### src/sres_pkg.sv
// Package for the receiver error and preamble status bank
`default_nettype none
package sres_pkg;
  // Register offsets
  localparam logic [6:0] REG_PREAMBLE_D_LOW = 7'h17;
  localparam logic [6:0] REG_RX_ERROR_FLAGS = 7'h18;
  localparam logic [6:0] REG_RX_ERROR_MASK = 7'h19;
  // Bit positions in the error register
  localparam int BIT_LOCK = 0;
  localparam int BIT_PARITY = 1;
  localparam int BIT_NO_STREAM = 2;
  localparam int BIT_CS_CHECK = 3;
  localparam int BIT_NP_PREAMBLE = 4;
  localparam int BIT_NON_PCM = 5;
  localparam int BIT_EMPHASIS = 6;
  localparam int BIT_VALIDITY = 7;
  // Reset values
  localparam logic [7:0] FLAGS_RESET = 8'h00;
  localparam logic [7:0] MASK_RESET = 8'h00;
  // Receiver status carried as one bundle
  typedef struct packed {
    logic validity;
    logic emphasis;
    logic non_pcm;
    logic np_preamble_chg;
    logic cs_check_fail;
    logic no_stream;
    logic line_err;
    logic pll_lock;
  } sres_rx_status_t;
  // Register read/write port request
  typedef struct packed {
    logic rd;
    logic wr;
    logic [6:0] addr;
    logic [7:0] wdata;
  } sres_req_t;
endpackage
`default_nettype wire

### src/sres_bank.sv
// Receiver error flags, mask and preamble low byte register bank
`default_nettype none
module sres_bank (
  input wire logic sys_clk_in,
  input wire logic reset_n_in,
  input wire logic clk_en_in,
  input wire sres_pkg::sres_rx_status_t rx_status_in,
  input wire logic [15:0] preamble_d_in,
  input wire logic [15:0] preamble_c_b_in,
  input wire logic subframe_np_in,
  input wire sres_pkg::sres_req_t req_in,
  output logic [7:0] rdata_out,
  output logic irq_out
);
  // Status flags, mask, and change-tracking state
  logic [7:0] flags_r; // Visible receiver error flags
  logic [7:0] flags_nxt; // Next flag value
  logic [7:0] mask_r; // Interrupt mask, 1 lets a bit through
  logic [7:0] pend_r; // Interrupt pending per bit
  logic [7:0] pend_nxt; // Next pending value
  logic [7:0] live; // Live level of each source
  logic [7:0] prev_r; // Level one cycle back
  logic rd_err; // Error register read taken this edge
  logic wr_mask; // Mask register write taken this edge
  logic [7:0] sticky_ev; // Event-type sources
  logic [7:0] level_chg; // Level sources that moved since last edge
  // Level bits: validity, emphasis, non-PCM, stream, lock
  localparam logic [7:0] LEVEL_MASK = 8'he5;

  // True when a request of the given kind hits the given offset
  function automatic logic req_hits(input sres_pkg::sres_req_t req,
    input logic is_wr, input logic [6:0] addr);
    logic kind_ok;
    kind_ok = is_wr ? req.wr : req.rd;
    return kind_ok && (req.addr == addr);
  endfunction

  // Live status bundle flattened to its bit positions
  assign live = rx_status_in;
  // Only an enabled edge may take a request
  assign rd_err = clk_en_in &&
                  req_hits(req_in, 1'b0, sres_pkg::REG_RX_ERROR_FLAGS);
  assign wr_mask = clk_en_in &&
                   req_hits(req_in, 1'b1, sres_pkg::REG_RX_ERROR_MASK);
  // Event pulses are the bits outside the level set
  assign sticky_ev = live & ~LEVEL_MASK;
  // A level bit that differs from last edge asks for attention
  assign level_chg = (live ^ prev_r) & LEVEL_MASK;

  // Next flag value: levels follow, events stick until read
  always_comb begin
    flags_nxt = (live & LEVEL_MASK);
    // Set wins over clear from the read
    flags_nxt = flags_nxt | sticky_ev |
                (rd_err ? 8'h00 : (flags_r & ~LEVEL_MASK));
  end

  // Pending: level change or new event; read clears
  always_comb begin
    pend_nxt = rd_err ? 8'h00 : pend_r;
    pend_nxt = pend_nxt | level_chg | sticky_ev;
  end

  // Flag register
  always_ff @(posedge sys_clk_in or negedge reset_n_in) begin
    if (!reset_n_in) begin
      flags_r <= sres_pkg::FLAGS_RESET;
      prev_r <= sres_pkg::FLAGS_RESET;
      pend_r <= sres_pkg::FLAGS_RESET;
    end else if (clk_en_in) begin
      flags_r <= flags_nxt;
      prev_r <= live;
      pend_r <= pend_nxt;
    end
  end

  // Mask register write
  always_ff @(posedge sys_clk_in or negedge reset_n_in) begin
    if (!reset_n_in) begin
      mask_r <= sres_pkg::MASK_RESET;
    end else if (wr_mask) begin
      // Writes to other offsets are ignored
      mask_r <= req_in.wdata;
    end
  end

  // Interrupt gating by mask
  assign irq_out = |(pend_r & mask_r);

  // Read data mux, registered
  always_ff @(posedge sys_clk_in or negedge reset_n_in) begin
    if (!reset_n_in) begin
      rdata_out <= 8'h00;
    end else if (clk_en_in && req_in.rd) begin
      case (req_in.addr)
        sres_pkg::REG_PREAMBLE_D_LOW: begin
          if (subframe_np_in) begin
            rdata_out <= preamble_c_b_in[15:8];
          end else if (rx_status_in.non_pcm) begin
            rdata_out <= preamble_d_in[7:0];
          end else begin
            rdata_out <= 8'h00;
          end
        end
        sres_pkg::REG_RX_ERROR_FLAGS: rdata_out <= flags_r;
        sres_pkg::REG_RX_ERROR_MASK: rdata_out <= mask_r;
        default: rdata_out <= 8'h00;
      endcase
    end
  end
endmodule // sres_bank
`default_nettype wire

### config.mk
export PLATFORM = sky130hd
export DESIGN_NAME = sres_bank
export DESIGN_NICKNAME = d
export VERILOG_FILES = /design/src/sres_pkg.sv /design/src/sres_bank.sv
export SDC_FILE = /design/constraint.sdc
export NUM_CORES = 1
export LEC_CHECK = 0
export BUFFER_PORTS_ARGS = -buffer_cell sky130_fd_sc_hd__buf_2
export CAP_MARGIN = 10
export CORE_MARGIN = 4
export CORE_UTILIZATION = 25
export CTS_CLUSTER_SIZE = 12
export DETAILED_ROUTE_END_ITERATION = 10
export GPL_TIMING_DRIVEN = 0
export HOLD_SLACK_MARGIN = 0.15
export PLACE_DENSITY = 0.62
export SYNTH_ARGS = -nofsm -noshare
export SYNTH_HDL_FRONTEND = slang
export SYNTH_SLANG_ARGS = --single-unit
### constraint.sdc
create_clock -name sys_clk_in -period 1.1 [get_ports sys_clk_in]
set_input_delay 0.22 -clock sys_clk_in [delete_from_list [all_inputs] [get_ports sys_clk_in]]
set_output_delay 0.22 -clock sys_clk_in [all_outputs]
set_load 0.01 [all_outputs]
# After elaboration in Yosys (flattened, before gate mapping)
# Index checks and enable logic that the tools add are counted.
# word_totals
reg_bits	40
input_bits	61
output_inout_bits	9
elab_cells	25
# op_classes
n_eq_ne	3
n_mux	5
bitwise	6
reduce_logical	6
# ops
operator	n
$mux W8	3
$or A8 B5 Y8	3
$pmux W8 S3	1
$eq A7 B5 Y1 const B	3
$and A8 B8 Y8	1
$or A8 B8 Y8	1
$reduce_or A8 Y1	1
$xor A8 B8 Y8	1
$logic_and A1 B1 Y1	5
$mux W5	1

# Logic depth before layout (Yosys ltp)
# Gate-level depths: netlist of the first run.
# logic_depth
word_depth	6
depth_mapped	6
ltp_nobuf	4

# Worst setup path after synthesis of the first run
# Ideal clock, no wire load.
# synth_timing
path_kind	input -> register
startpoint	input req_in[13] in the netlist's numbering
endpoint	register pend_r[0]
setup_time_ps	121
arrival_ps	1575
t_required_ps	979
path_slack_ps	-596
path_stages	5
n_path_buf	1
path_cell_list	or3b_1 -> or2_4 -> or3_4 -> buf_6 -> a22o_1
# synth_between
elab_chain_len	6
# synth_rtl
item	line	text
start, declared	sres_bank.sv:11	input wire sres_pkg::sres_req_t req_in,
$eq A7 B5 Y1	sres_bank.sv:35	return kind_ok && (req.addr == addr);
$logic_and A1 B1 Y1	sres_bank.sv:35	
$logic_and A1 B1 Y1	sres_bank.sv:41	assign rd_err = clk_en_in &&
$mux W8	sres_bank.sv:60	pend_nxt = rd_err ? 8'h00 : pend_r;
$or A8 B8 Y8	sres_bank.sv:61	pend_nxt = pend_nxt | level_chg | sticky_ev;
$or A8 B5 Y8	sres_bank.sv:61	
end signal, assigned	sres_bank.sv:69	pend_r <= sres_pkg::FLAGS_RESET;
end signal, assigned	sres_bank.sv:73	pend_r <= pend_nxt;
end, declared	sres_bank.sv:19	logic [7:0] pend_r;
# No other way between the ends.
# A chain may end at the register's enable or synchronous reset.

# Worst setup path after layout of the first run
# layout_timing
startpoint	input req_in[14] in the netlist's numbering
endpoint	register pend_r[2]
# The elaborated chain is that of the path after synthesis.

==> impl_metrics.json, run 1 <==
{
  "status": "complete, but fails checks",
  "violations": "setup timing",
  "yosys.area_share.xor_xnor": 0.0282,
  "ir_worst_vdd_mv": 0.485,
  "ys.flop_type": "dfrtp_1",
  "grt_max_degree": 33,
  "port_buffers": 51,
  "p_leak_nw": 1.02,
  "synthesis.nets": 191,
  "crit_fanout": 5,
  "synthSimpleGateAreaFrac": 0.0960,
  "fin_nets": 263,
  "critPathBufInv": 2,
  "netlist_top_cells_area": "dfrtp_1, a22o_1, mux2_2, a22oi_1, xor2_1",
  "setup_viol": 28,
  "wl_per_cell_um": 17.1,
  "crit_required_ns": 1.27,
  "instances_no_fill": 278,
  "synth_compound_area_frac": 0.223,
  "critical_path_arrival_ns": 1.70,
  "synth.avg_cell_area_um2": 11.9,
  "fin_crit_ns": 1.53,
  "post-dp-hpwl_mm": 3.32,
  "routed_wl_mm": 4.75,
  "postLayoutSetupSlackWorst_ns": -0.429,
  "syn-cell-area_mm2": 0.00155,
  "crit_chain": "buf_6 -> or3b_4 -> or2_4 -> or3_4 -> buf_6 -> a22o_1",
  "slew_violations": 0,
  "power_density_mw_per_mm2": 1140,
  "worst_path_max_delay_cell": "or3b_4",
  "root_buffer": "clkbuf_8",
  "clkLatencyLatePin_ns": 0.28,
  "track_usage": 0.128,
  "ys_seq_area_frac": 0.517,
  "cts_tree": "done",
  "crit_path_frequent_cell": "buf_6",
  "yosysTopAreaCell": "dfrtp_1",
  "core_mm2": 0.00596,
  "fmax_mhz": 654,
  "dieArea_mm2": 0.00752,
  "cts_buffer_depth": 2,
  "synth_top_family_by_area": "compound AO/OA/AOI/OAI gates",
  "synth.most_common_cell": "dfrtp_1",
  "die_x_um": 86.7,
  "io_pins": 70,
  "critPathMaxStageDelay_ns": 0.43,
  "fin_crit_sh": 1.39,
  "fin_worst_skew_ns": 0.00269,
  "h-tree-depth": 2,
  "grt_pass1_wl_mm": 7.22,
  "via_per_inst": 4.93,
  "hold_violations": 0,
  "cts_buffers": 5,
  "placedCellCount": 256,
  "grt_pass1_vias": 1421,
  "timing.max_cap.violations": 0,
  "rsz0062_at_grt": "true",
  "num_rows": 28,
  "grt_overflow": 0,
  "synth_adder_area_share": 0,
  "syn_inst": 130,
  "area_growth_pct": 44.9,
  "synth.distinct_cells": 35,
  "drt-pass1-iter-count": 4,
  "diodes": 0,
  "cts_sinks": 32,
  "endpoint_kind": "flop",
  "drt_iter0_drc": 62,
  "path_class": "primary input to flop",
  "hp-class": "primary input to flop",
  "gp_routability_congestion": 0.797,
  "die_y_um": 86.7,
  "drc_errors": 0,
  "async_flop_share": 1.00,
  "ys.warnings.count": 0,
  "ys_ff_latch": 32,
  "fin_util": 0.377,
  "synth_common_cells": "dfrtp_1, a22o_1, a22oi_1, mux2_2, nand2_1",
  "worstSetupStartpointType": "primary input",
  "relSlewSlack": 0.664,
  "clk_pin_slew_ns": 0.07,
  "tightest_slew_ns": 0.497,
  "antenna_found_initial": 0,
  "synth.mux.area_fraction": 0.106,
  "routed-via-count": 1370,
  "synth_top_area_frac": 0.517,
  "synth-edff-count": 0,
  "layout-drive-gt1-share": 0.507,
  "ant_nets": 0,
  "start_util": 0.260,
  "critPathTopFamily": "simple AND/OR/NAND/NOR gates"
}
==> cells by family (layout without fill, tap and decap cells) <==
family / after synthesis / in the layout
xor gates and xnor gates: 5 / 5
and+or+nand+nor: 23 / 23
AOI/OAI and AO/OA: 45 / 45
muxes: 15 / 15
DFF: 32 / 32
buffers and inverters: 10 / 83
==> registers in the layout, indices dropped and copies added (netlist names) <==
signal	count
flags_r	8
rdata_out	8
pend_r	8
mask_r	8
==> per-stage QoR <==
stage / setup WS, ns / hold slack [ns] / TNS (ns) / area (um2) / power, mW
final: -0.429 / 0.165 / -8.08 / 2250 / 2.56
after CTS: -0.449 / 0.158 / -9.74 / 2160 / 2.54
after floorplan: -0.585 / -0.0756 / -12.18 / 1560 / 1.40
after detailed placement: -0.806 / 0.320 / -20.42 / 1910 / 1.57
after global routing: -0.453 / 0.159 / -8.82 / 2250 / 2.67
after global placement: -0.792 / 0.315 / -19.99 / 1910 / 1.57
==> area by class of cell <==
type	instances	area, um2
Buffer	6	38.8
Clock buffer	8	90.1
Fill cell	619	3710
Inverter	2	7.51
Multi-Input combinational cell	88	798
Sequential cell	32	801
Tap cell	75	93.8
Timing Repair Buffer	67	417
==> cells in the final DEF (no fill, tap or decap), types with 3 or more instances in the layout <==
cell | netlist | routed
buf_2 | 2 | 46
a22oi_1 | 11 | 7
buf_6 | 1 | 6
mux2_2 | 11 | 3
a22o_1 | 16 | 16
buf_4 | 0 | 14
clkbuf_1 | 4 | 3
dfrtp_1 | 32 | 32
mux2i_1 | 4 | 3
mux2_4 | 0 | 8
xor2_1 | 5 | 5
o21ai_0 | 6 | 5
a22oi_2 | 0 | 4
clkbuf_8 | 0 | 6
nand2_1 | 7 | 7
==> where the power goes <==
part | switching [mW] | internal, mW | leakage [nW] | total (mW)
Combinational | 0.179 | 0.198 | 0.597 | 0.377
Clock | 0.425 | 0.510 | 0.0455 | 0.935
Sequential | 0.0321 | 1.21 | 0.378 | 1.24
==> worst reg2reg max path: stages (launching register included) <==
cell     delay (ns)
dfrtp_1        0.40
buf_4          0.15
mux2i_2        0.17
o22ai_1        0.11
a22o_1         0.20
==> per-layer routing <==
metal  up-vias  share of wire  track usage  wire, um
li1        650              -            -         -
met1       667           0.44        0.167      2100
met2        49           0.46        0.195      2160
met3         4          0.090       0.0466       425
met4         0          0.012       0.0467        58
met5         -              0            0         0
==> final timing paths <==
| kind | from | endpoint | slack [ns] | cells past startpoint |
|---|---|---|---|---|
| setup / recovery | req_in[14] | pend_r[2] | -0.43 | 6 |
| hold / removal | req_in[1] | mask_r[1] | 0.17 | 2 |
| setup reg to reg | mask_r[6] | rdata_out[6] | -0.03 | 4 |
| hold reg to reg | rdata_out[7] | rdata_out[7] | 0.48 | 2 |
| max in group asynchronous | reset_n_in | pend_r[1] | 0.34 | 2 |
| min in group asynchronous | reset_n_in | mask_r[6] | 0.44 | 2 |
==> repair_timing <==
item                       in CTS  in global routing
setup endpoints to repair      29                 60
gates resized for setup        15                 20
pin swaps                      14                  6
hold buffers                    1                  0
hold endpoints to repair       32                  0
gates cloned                    1                  0
buffers inserted               12                  2
Power figures use the tool's default switching activity.
==> run 2, diff against run 1 <==
--- a/config.mk
+++ b/config.mk
@@ -14,6 +14,7 @@
 export GPL_TIMING_DRIVEN = 0
 export HOLD_SLACK_MARGIN = 0.15
 export PLACE_DENSITY = 0.62
+export REMOVE_ABC_BUFFERS = 1
 export SYNTH_ARGS = -nofsm -noshare
 export SYNTH_HDL_FRONTEND = slang
 export SYNTH_SLANG_ARGS = --single-unit
==> impl_metrics.json, run 2 (same netlist as run 1, synthesis figures left out) <==
{
  "status": "complete, but fails checks",
  "violations": "setup timing",
  "relSlewSlack": 0.702,
  "power.switching_mw": 0.626,
  "area_growth_pct": 46.4,
  "rsz0062_at_grt": "true",
  "worstSetupStartpointType": "primary input",
  "routed-via-count": 1422,
  "port_buffers": 53,
  "ant_nets": 0,
  "cts_sinks": 32,
  "root_buffer": "clkbuf_8",
  "combPwrFrac": 0.158,
  "dr_wl_met2_mm": 2.24,
  "fin_crit_sh": 1.35,
  "num_rows": 28,
  "die_x_um": 86.7,
  "via_per_inst": 5.08,
  "hp-class": "primary input to flop",
  "dieArea_mm2": 0.00752,
  "fin_crit_ns": 1.49,
  "cts_buffer_depth": 2,
  "core_mm2": 0.00596,
  "final_cell_mix": "buf_2, dfrtp_1, buf_4",
  "top_layer": "met4",
  "h-tree-depth": 2,
  "grt_overflow": 0,
  "gp_routability_congestion": 0.807,
  "worst_path_max_delay_cell": "or3_4",
  "wl_met3_um": 385,
  "crit_chain": "buf_8 -> or3b_4 -> or2_4 -> or3_4 -> a22o_1",
  "drt-pass1-iter-count": 4,
  "clkLatencyLatePin_ns": 0.28,
  "power_frac_seq": 0.502,
  "drt_iter0_drc": 89,
  "critPathMaxStageDelay_ns": 0.43,
  "setup_viol": 28,
  "crit_required_ns": 1.26,
  "drc_errors": 0,
  "io_pins": 70,
  "clk_pin_slew_ns": 0.06,
  "critical_path_arrival_ns": 1.65,
  "grt_max_degree": 33,
  "postLayoutSetupSlackWorst_ns": -0.386,
  "start_util": 0.260,
  "hold_ws_ns": 0.172,
  "endpoint_kind": "flop",
  "fillers": 602,
  "grt_pass1_wl_mm": 7.36,
  "fin_nets": 266,
  "power.share.clock": 0.340,
  "cts_tree": "done",
  "die_y_um": 86.7,
  "fmax_mhz": 673,
  "cts_buffers": 5,
  "path_class": "primary input to flop",
  "p_leak_nw": 1.04,
  "fin_util": 0.381,
  "crit_fanout": 5,
  "power_switching_share": 0.253,
  "wl_per_cell_um": 17.2,
  "tns_ns": -8.45,
  "diodes": 0,
  "hold_violations": 0,
  "fin_worst_skew_ns": 0.00472,
  "layout-drive-gt1-share": 0.522,
  "tightest_slew_ns": 0.447,
  "antenna_found_initial": 0,
  "slew_violations": 0,
  "routed_wl_mm": 4.82,
  "ir_worst_vdd_mv": 0.555,
  "mostFrequentLayoutCell": "buf_2",
  "p_int_mw": 1.85,
  "grt_pass1_vias": 1396,
  "timing.max_cap.violations": 0,
  "met1_length_mm": 2.15,
  "post-dp-hpwl_mm": 3.20,
  "power_density_mw_per_mm2": 1090,
  "track_usage": 0.129
}
==> run 2: cell count changes in the layout (fill, tap and decap cells not counted), moves of 2 or more <==
cell	delta
buf_4	+3
buf_6	+2
o21ai_0	-2
a22oi_1	+2
clkbuf_1	-2
a22oi_2	-2
==> run 2: worst max-delay path: cells and delay by family <==
kind / cells / cell delay, ns
AOI/OAI and AO/OA: 1 / 0.20
buffers and inverters: 1 / 0.09
and+or+nand+nor: 3 / 1.13
==> run 2: power groups by stage <==
stage / logic, mW / clock network (mW) / registers [mW]
final: 0.390 / 0.841 / 1.24
after global routing: 0.431 / 0.910 / 1.25
after global placement: 0.293 / 0 / 1.26
after CTS: 0.353 / 0.869 / 1.24
after floorplan: 0.126 / 0 / 1.25
after detailed placement: 0.300 / 0 / 1.27
==> run 2: path summary, 6_finish.rpt <==
| path | startpoint | end | slack [ns] | cells after the start |
|---|---|---|---|---|
| max | req_in[10] | pend_r[1] | -0.39 | 5 |
| min | req_in[5] | mask_r[5] | 0.17 | 2 |
| max reg2reg | mask_r[3] | rdata_out[3] | -0.15 | 5 |
| min reg2reg | rdata_out[7] | rdata_out[7] | 0.47 | 2 |
| max in group asynchronous | reset_n_in | mask_r[6] | 0.33 | 2 |
| min in group asynchronous | reset_n_in | rdata_out[4] | 0.45 | 2 |
==> run 2: per-layer routing <==
metal / vias to the layer above / GRT usage
met2: 60 / 0.191
met3: 5 / 0.0342
met5: - / 0
met1: 704 / 0.185
met4: 0 / 0.0340
li1: 653 / -
==> run 2: metrics by stage <==
stage          std cells  area [um2]  setup slack (ns)  total power [mW]
2_1_floorplan        122        1510            -0.566              1.38
3_3_place_gp         250        1870            -0.943              1.56
3_5_place_dp         250        1870            -0.965              1.57
4_1_cts              268        2140            -0.393              2.47
5_1_grt              280        2270            -0.403              2.59
6_report             280        2270            -0.386              2.47
==> run 2: repair_timing <==
action / in CTS / in global routing
gates cloned: 1 / 0
resized for setup: 30 / 9
pin swaps: 13 / 11
setup buffers: 9 / 13
hold endpoints to repair: 32 / 0
setup endpoints to repair: 28 / 60
hold buffers: 1 / 0
==> run 2: area by class of cell <==
class | instances | area [um2] | share of cell area
well taps | 75 | 93.8 | 0.0413
flip-flops and latches | 32 | 801 | 0.353
multi-input cells | 89 | 802 | 0.353
clock buffers | 6 | 72.6 | 0.0320
inverters | 2 | 7.51 | 0.00331
repair buffers | 75 | 488 | 0.215
clock inverters | 1 | 5.00 | 0.00221
